## src/ccms_pkg.sv

```systemverilog
// Shared constants, mode codes and helpers for the CPU clock mode selector
package ccms_pkg;

  // ****************************************
  // Timing
  // ****************************************
  localparam int REF_CLK_HZ = 25_000_000;
  // Free-running PLL rate, inside its 2 to 10 MHz band
  localparam int PLL_FREE_HZ = 5_000_000;
  // Reference cycles per free-running half period, rounded down
  localparam int PLL_FREE_HALF = (REF_CLK_HZ / (2 * PLL_FREE_HZ)) < 1 ? 1 : REF_CLK_HZ / (2 * PLL_FREE_HZ);
  localparam int FREE_W = 4;
  // Watchdog overflows after this many free-running PLL cycles
  localparam int WDOG_OVF = 16;
  localparam int WDOG_W = 4;
  localparam int PER_W = 16;
  localparam int TGL_W = 5;

  // ****************************************
  // Clock generation modes, coded as the strap pattern
  // ****************************************
  typedef enum logic [2:0] {
    MODE_X2P5 = 3'h0,
    MODE_PRESC = 3'h1,
    MODE_X10 = 3'h2,
    MODE_DIRECT = 3'h3,
    MODE_X5 = 3'h4,
    MODE_X2 = 3'h5,
    MODE_X3 = 3'h6,
    MODE_X4 = 3'h7
  } ccms_mode_t;

  localparam logic [2:0] MODE_RESET = 3'h7;

  typedef enum logic [1:0] {
    SRC_STRAP = 2'h0,
    SRC_PLL_FREE = 2'h1
  } ccms_src_t;

  typedef struct packed {
    logic cpu_clk;
    logic cpu_edge;
  } ccms_clk_t;

  // CPU clock edges per input period in the multiplying modes (2 x F)
  function automatic logic [TGL_W-1:0] ccms_toggles(input ccms_mode_t m);
    unique case (m)
      MODE_X4: ccms_toggles = 5'h08;
      MODE_X3: ccms_toggles = 5'h06;
      MODE_X2: ccms_toggles = 5'h04;
      MODE_X5: ccms_toggles = 5'h0a;
      MODE_X10: ccms_toggles = 5'h14;
      MODE_X2P5: ccms_toggles = 5'h05;
      MODE_PRESC, MODE_DIRECT: ccms_toggles = 5'h00;
    endcase
  endfunction

  function automatic logic ccms_bypass(input ccms_mode_t m);
    ccms_bypass = (m == MODE_DIRECT) || (m == MODE_PRESC);
  endfunction

endpackage

```

## src/ccms_pll_nco.sv

```systemverilog
// Digital model of the multiplying PLL: edge generator resynchronised to the input
module ccms_pll_nco #(
  parameter int PW = ccms_pkg::PER_W
) (
  input wire logic ref_clk,
  input wire logic srst,
  input wire logic enable,
  input wire logic in_rise,
  input wire logic [ccms_pkg::TGL_W-1:0] toggles,
  output logic tick
);
  import ccms_pkg::*;

  typedef struct packed {
    logic [PW-1:0] period_cnt;
    logic [PW-1:0] period;
    logic [PW:0] phase;
    logic tick;
  } ccms_nco_t;

  ccms_nco_t s;
  ccms_nco_t next_s;
  logic [PW:0] sum;

  always_comb begin
    next_s = s;
    next_s.tick = 1'b0;
    sum = s.phase + {{(PW + 1 - TGL_W){1'b0}}, toggles};
    if (s.period_cnt != {PW{1'b1}}) begin
      next_s.period_cnt = s.period_cnt + 1'b1;
    end
    if (in_rise) begin
      next_s.period = s.period_cnt + 1'b1;
      next_s.period_cnt = '0;
      // The rise cycle is the first step of the new period, so 2F edges fit in it
      next_s.phase = {{(PW + 1 - TGL_W){1'b0}}, toggles};
    end else if (enable && s.period != '0) begin
      if (sum >= {1'b0, s.period}) begin
        next_s.tick = 1'b1;
        next_s.phase = sum - {1'b0, s.period};
      end else begin
        next_s.phase = sum;
      end
    end
    if (srst) begin
      next_s = '0;
    end
  end

  always_ff @(posedge ref_clk) begin
    s <= next_s;
  end

  assign tick = s.tick;
endmodule

```

## src/ccms_top.sv

```systemverilog
// CPU clock mode selector: strap capture, PLL, prescaler, direct drive and watchdog
// Notes on behaviour
// - Both CPU clock edges are events, and the time between two edges is the half clock period.
// - The mode comes from the three clock mode pins while reset is held.
// - Straps 111, 110, 101, 100 give x4 (default), x3, x2 and x5.
// - Straps 011, 010, 001, 000 give direct x1, x10, prescaled x0.5 and x2.5.
// - In prescaler mode the CPU clock is the input divided by two.
// - In prescaler mode each CPU clock phase lasts exactly one input period.
// - In direct mode the PLL is not the source and the CPU clock is the input itself.
// - In direct mode the phases follow the input duty, two half periods making one input period.
// - In direct or prescaler mode the PLL free-runs for the watchdog unless disabled, then it is off.
// - In multiplying modes the PLL resynchronises to the input and never jumps.
// - The watchdog clears on each input transition and at sixteen PLL cycles switches to the PLL and flags.
// - After a switch-over the CPU clock stays on the free-running PLL until hardware reset.
// - In direct and prescaler modes the watchdog is on after reset and off while the disable bit is set; in multiplying modes it is off.
module ccms_top (
  input wire logic ref_clk,
  input wire logic srst,
  input wire logic osc_in,
  input wire logic [2:0] clock_mode_pins,
  input wire logic osc_watchdog_disable,
  output ccms_pkg::ccms_clk_t cpu_clock,
  output ccms_pkg::ccms_mode_t clock_mode,
  output logic pll_powered,
  output logic osc_failed,
  output logic osc_fail_irq
);
  import ccms_pkg::*;

  // ****************************************
  // State
  // ****************************************
  typedef struct packed {
    logic osc_s1;
    logic osc_s2;
    logic osc_d;
    logic [2:0] pins_s1;
    logic [2:0] pins_s2;
    ccms_mode_t mode;
    ccms_src_t src;
    logic cpu_clk;
    logic cpu_edge;
    logic [FREE_W-1:0] free_cnt;
    logic free_clk;
    logic [WDOG_W-1:0] wdog_cnt;
    logic pll_on;
    logic irq;
  } ccms_state_t;

  ccms_state_t s;
  ccms_state_t next_s;
  logic osc_rise;
  logic osc_tr;
  logic bypass;
  logic wd_on;
  logic free_rise;
  logic nco_tick;
  logic nco_en;

  assign osc_rise = s.osc_s2 && !s.osc_d;
  assign osc_tr = s.osc_s2 ^ s.osc_d;
  assign bypass = ccms_bypass(s.mode);
  assign wd_on = bypass && !osc_watchdog_disable;
  assign nco_en = !bypass && s.src == SRC_STRAP;

  ccms_pll_nco #(
    .PW(PER_W)
  ) u_nco (
    .ref_clk(ref_clk),
    .srst(srst),
    .enable(nco_en),
    .in_rise(osc_rise),
    .toggles(ccms_toggles(s.mode)),
    .tick(nco_tick)
  );

  // ****************************************
  // Next state
  // ****************************************
  always_comb begin
    next_s = s;
    next_s.osc_s1 = osc_in;
    next_s.osc_s2 = s.osc_s1;
    next_s.osc_d = s.osc_s2;
    next_s.pins_s1 = clock_mode_pins;
    next_s.pins_s2 = s.pins_s1;
    next_s.irq = 1'b0;
    free_rise = 1'b0;
    next_s.pll_on = !bypass || wd_on || s.src == SRC_PLL_FREE;
    if (next_s.pll_on && (bypass || s.src == SRC_PLL_FREE)) begin
      if (s.free_cnt == FREE_W'(PLL_FREE_HALF - 1)) begin
        next_s.free_cnt = '0;
        next_s.free_clk = !s.free_clk;
        free_rise = !s.free_clk;
      end else begin
        next_s.free_cnt = s.free_cnt + 1'b1;
      end
    end
    if (wd_on && s.src == SRC_STRAP) begin
      if (osc_tr) begin
        next_s.wdog_cnt = '0;
      end else if (free_rise) begin
        if (s.wdog_cnt == WDOG_W'(WDOG_OVF - 1)) begin
          next_s.src = SRC_PLL_FREE;
          next_s.irq = 1'b1;
          next_s.wdog_cnt = '0;
        end else begin
          next_s.wdog_cnt = s.wdog_cnt + 1'b1;
        end
      end
    end
    if (s.src == SRC_PLL_FREE) begin
      next_s.cpu_clk = next_s.free_clk;
    end else if (s.mode == MODE_DIRECT) begin
      next_s.cpu_clk = s.osc_s2;
    end else if (s.mode == MODE_PRESC) begin
      if (osc_rise) begin
        next_s.cpu_clk = !s.cpu_clk;
      end
    end else if (nco_tick) begin
      next_s.cpu_clk = !s.cpu_clk;
    end
    next_s.cpu_edge = next_s.cpu_clk != s.cpu_clk;
    if (srst) begin
      next_s.mode = ccms_mode_t'(s.pins_s2);
      next_s.src = SRC_STRAP;
      next_s.cpu_clk = 1'b0;
      next_s.cpu_edge = 1'b0;
      next_s.free_cnt = '0;
      next_s.free_clk = 1'b0;
      next_s.wdog_cnt = '0;
      next_s.pll_on = 1'b0;
      next_s.irq = 1'b0;
    end
  end

  always_ff @(posedge ref_clk) begin
    s <= next_s;
  end

  // ****************************************
  // Outputs
  // ****************************************
  assign cpu_clock.cpu_clk = s.cpu_clk;
  assign cpu_clock.cpu_edge = s.cpu_edge;
  assign clock_mode = s.mode;
  assign pll_powered = s.pll_on;
  assign osc_failed = s.src == SRC_PLL_FREE;
  assign osc_fail_irq = s.irq;
endmodule

```

## config.mk

```make
export PLATFORM = sky130hd
export DESIGN_NAME = ccms_top
export DESIGN_NICKNAME = d
export VERILOG_FILES = /design/src/ccms_pkg.sv /design/src/ccms_pll_nco.sv /design/src/ccms_top.sv
export SDC_FILE = /design/constraint.sdc
export NUM_CORES = 1
export LEC_CHECK = 0
export ABC_AREA = 1
export BUFFER_PORTS_ARGS = -buffer_cell sky130_fd_sc_hd__buf_4
export CORE_MARGIN = 2
export CORE_UTILIZATION = 57
export DETAILED_ROUTE_END_ITERATION = 6
export PLACE_DENSITY = 0.78
export SYNTH_ARGS = -nofsm -noshare
export SYNTH_HDL_FRONTEND = slang
export SYNTH_HIERARCHICAL = 1
export SYNTH_SLANG_ARGS = --single-unit
```

## constraint.sdc

```tcl
create_clock -name ref_clk -period 3.4 [get_ports ref_clk]
set_clock_uncertainty 0.2 [all_clocks]
set_input_delay 0.68 -clock ref_clk [delete_from_list [all_inputs] [get_ports ref_clk]]
set_output_delay 0.68 -clock ref_clk [all_outputs]
set_load 0.1 [all_outputs]
```

==> results by group <==
Run status
  – Status: finished, final reports clean

Synth
  – Syn Nets: 795
  – Top post-synthesis cells by area: dfxtp_1 (31%), nand2_1 (15%), inv_1 (10%), nand3_1 (6.4%), ha_1 (6.1%)
  – Yosys top cell by area: dfxtp_1
  – Share of the synthesized area in the top cell type: 30.54%
  – Async SR Flop Fraction: 0%
  – Count leader, synth: nand2_1
  – Synth top cells by count: nand2_1 (204), inv_1 (137), dfxtp_1 (78)
  – Main combinational cell family by area after synthesis: simple AND/OR/NAND/NOR gates
  – Post-synthesis xor/xnor area fraction: 4.797%
  – Syn avg cell area: 6.718 µm²
  – Post-synthesis mux area share: 0%
  – Netlist cell types: 41
  – Simple-gate share of the synthesized area: 34.29%
  – EDFF count, synth: 3
  – Area of the mapped netlist: 5112 µm²
  – Adder-cell area share of the yosys netlist: 6.902%
  – Syn. warnings: 6
  – Gate Count Post-Synth: 761
  – Area fraction in compound gates after synthesis: 9.447%
  – Synth Register Bits: 81
  – Top_reg_cell synth: dfxtp_1
  – Sequential-to-total area share from yosys stat: 32.31%

Power
  – Pwr dens: 863.9 nW/µm²
  – IR drop worst, VDD: 0.4875 mV
  – Leakage: 2.856 nW

Clock tree
  – CTS Hold Bufs: 0
  – Htree depth: 3
  – Worst-Skew Late Latency: 0.35 ns
  – TritonCTS clock tree: yes
  – Clock root buffer: clkbuf_8
  – TritonCTS buffer count: 9
  – Clock slew at reported path FFs: 0.09 ns
  – Clock Sinks: 81
  – Clock buffer depth: 2

Floorplan
  – Total die area: 9743 µm²
  – Core area: 8721 µm²
  – Row count: 34
  – Top Ports: 15
  – Starting Density: 58.62%
  – DIE WIDTH: 98.71 µm
  – Die Span Y: 98.71 µm

Placement
  – Placed cell areas: 5353 µm²
  – PortBufs: 14
  – DP HPWL: 9194 µm
  – Placed cell count: 879
  – Place WS: -0.04013 ns
  – GPL Wtd Cong: 0.9187

Global route
  – GR Util All Layers: 24.75%
  – GR Overflow Total: 0
  – Number of global-route vias before repair: 4335
  – Initial antenna violation count: 0
  – First-pass GRT wire length: 19760 µm
  – Largest net degree at the start of global routing: 25

Hold path
  – Worst Hold Class: reg -> reg

Drt
  – Wire length on met3: 614 µm
  – Post-DR wirelength/cell: 13.97 µm
  – # DRC: 0
  – Routed WL: 12630 µm
  – WL met1: 5744 µm
  – DR top layer: met4
  – Met2 WL: 6115 µm
  – Vias per cell: 5.355
  – 1st-iter DRT viols: 296
  – Pre-antenna DRT Iters: 5
  – DR vias: 4841
  – ANT nets after route: 0

Critical path
  – Setup Crit Path Kind: reg -> reg
  – R2R Path End: u_nco/s[7]$_SDFFE_PP0P_
  – R2R cell count: 22
  – Critical Path End Type: register
  – CP max stage cell: fa_2
  – Peak per-stage delay on the critical path: 0.39 ns
  – Reg-to-reg slack, setup: 0.07 ns
  – Most used cell, CP: nand2_4
  – Critical Path RT: 3.47 ns
  – CP Cell Sequence: ha_4 -> inv_2 -> fa_2 -> inv_2 -> nand3_2 -> nand2_4 -> nand2_4 -> nand2_4 -> nand2_4 -> xor2_4 -> ha_4 -> nand2_2 -> inv_2 -> nand2_2 -> nor3_2 -> nand2_1 -> nand2_2 -> nand2_4 -> clkbuf_16 -> nand4_1 -> nand3_1 -> a21oi_1
  – Crit Path Max Fanout: 7
  – WP data arrival: 3.40 ns
  – CP startpoint kind: register
  – Crit path to: u_nco/s[7]$_SDFFE_PP0P_

Layout
  – Post-Layout Cell Count: 904
  – Post-route cell area: 5916 µm²
  – Nets: 825
  – Area Overhead vs Synth: 15.71%
  – Share of layout cells above drive strength 1: 16.96%
  – Reg area: 1654 µm²
  – Filler cells: 719
  – Multi-input logic area: 3126 µm²
  – # diodes: 0

STA
  – Slew Limit Fails: 0
  – Final setup margin: 0.06861 ns
  – RSZ-0062 raised after global routing: yes
  – Max Fclk: 300.2 MHz
  – Tcrit/Tclk final: 97.98%
  – Worst slew margin: 63.69%
  – Slew @ Worst Pin: 0.5413 ns
  – Fin. Hold Viols: 0
  – # setup viols final: 0
  – Minimum clock period: 3.331 ns

Job
  – # Max-Cap Violations: 0
==> cell families after synthesis <==
kind of cell,Yosys count
and+or+nand+nor,383
buffers and inverters,158
xor gates and xnor gates,28
AOI/OAI and AO/OA,84
DFF,81
adders and majority gates,27
==> cell type report <==
type | count | share of cell area [%]
tap | 108 | 2.284
clock buffer | 11 | 2.559
inverter | 141 | 8.947
timing repair buffer | 34 | 4.801
sequential | 81 | 27.96
clock inverter | 5 | 0.6134
multi-input combinational | 524 | 52.83
==> layer usage <==
metal | up-vias | GRT usage (%)
met5 | - | 0
li1 | 2479 | -
met2 | 133 | 40.03
met1 | 2217 | 34.52
met4 | 0 | 6.744
met3 | 12 | 3.972
==> flip-flops by register name (all words and copies together), names as in the netlist, named ones only <==
signal and cells:
cpu_clock 2, clock_mode 3, osc_fail_irq 1, next_s 5, u_nco/tick 1, pll_powered 1, u_nco/s 49, s 14
==> per-stage QoR <==
step	total power, mW	hold slack (ns)	utilization (%)	TNS, ns
after global placement	3.695	0.1106	61.38	0
final	5.110	0.1282	67.83	0
after global routing	5.494	0.1451	67.83	-1.346
after floorplan	3.220	0.1096	-	0
after CTS	4.437	0.1303	63.76	0
after detailed placement	3.753	0.1121	61.38	-0.2449
==> power breakdown <==
part	switching, mW	total (mW)	internal, mW
logic	2.00	3.33	1.33
registers	0.0764	1.11	1.03
clock network	0.362	0.670	0.308
==> critical path: cells and delay by family (launching register included) <==
kind | cells | cell delay [ns]
simple gates | 13 | 1.18
fa+ha+maj | 3 | 0.83
flops | 1 | 0.36
buf+inv | 4 | 0.36
xor+xnor | 1 | 0.17
compound gates | 1 | 0.15
==> cell usage in the layout, fill, tap and decap left out, types with 6 or more instances in the layout <==
| master | n |
|---|---|
| ha_1 | 15 |
| clkbuf_8 | 11 |
| xor2_1 | 12 |
| xnor2_1 | 12 |
| inv_1 | 130 |
| ha_4 | 9 |
| nand2_1 | 194 |
| a21oi_1 | 37 |
| o21ai_0 | 20 |
| dfxtp_1 | 76 |
| nand3_1 | 59 |
| nand4_1 | 22 |
| nor2_1 | 43 |
| nand2_2 | 16 |
| inv_2 | 10 |
| nand3_2 | 9 |
| nand2_4 | 6 |
| a21oi_2 | 8 |
| buf_4 | 31 |
| o22ai_1 | 10 |
| nor3_1 | 10 |
==> worst min path at each step <==
stage,startpoint,to,slack [ns],depth (start not counted)
global placement,next_s[18]$_DFF_P_,s[18]$_DFF_P_,0.11,0
detailed placement,next_s[25]$_DFF_P_,next_s[24]$_DFF_P_,0.11,0
global route,next_s[20]$_DFF_P_,s[20]$_DFF_P_,0.15,0
finish,next_s[20]$_DFF_P_,s[20]$_DFF_P_,0.13,0
floorplan,next_s[25]$_DFF_P_,next_s[24]$_DFF_P_,0.11,0
CTS,next_s[20]$_DFF_P_,s[20]$_DFF_P_,0.13,0
==> timing repair <==
| item | CTS | global route |
|---|---|---|
| setup buffers | 0 | 6 |
| cloned | 0 | 3 |
| endpoints found under the setup margin | 16 | 18 |
| resized for setup | 2 | 58 |
| pin swaps | 0 | 20 |
Power figures use the tool's default switching activity.
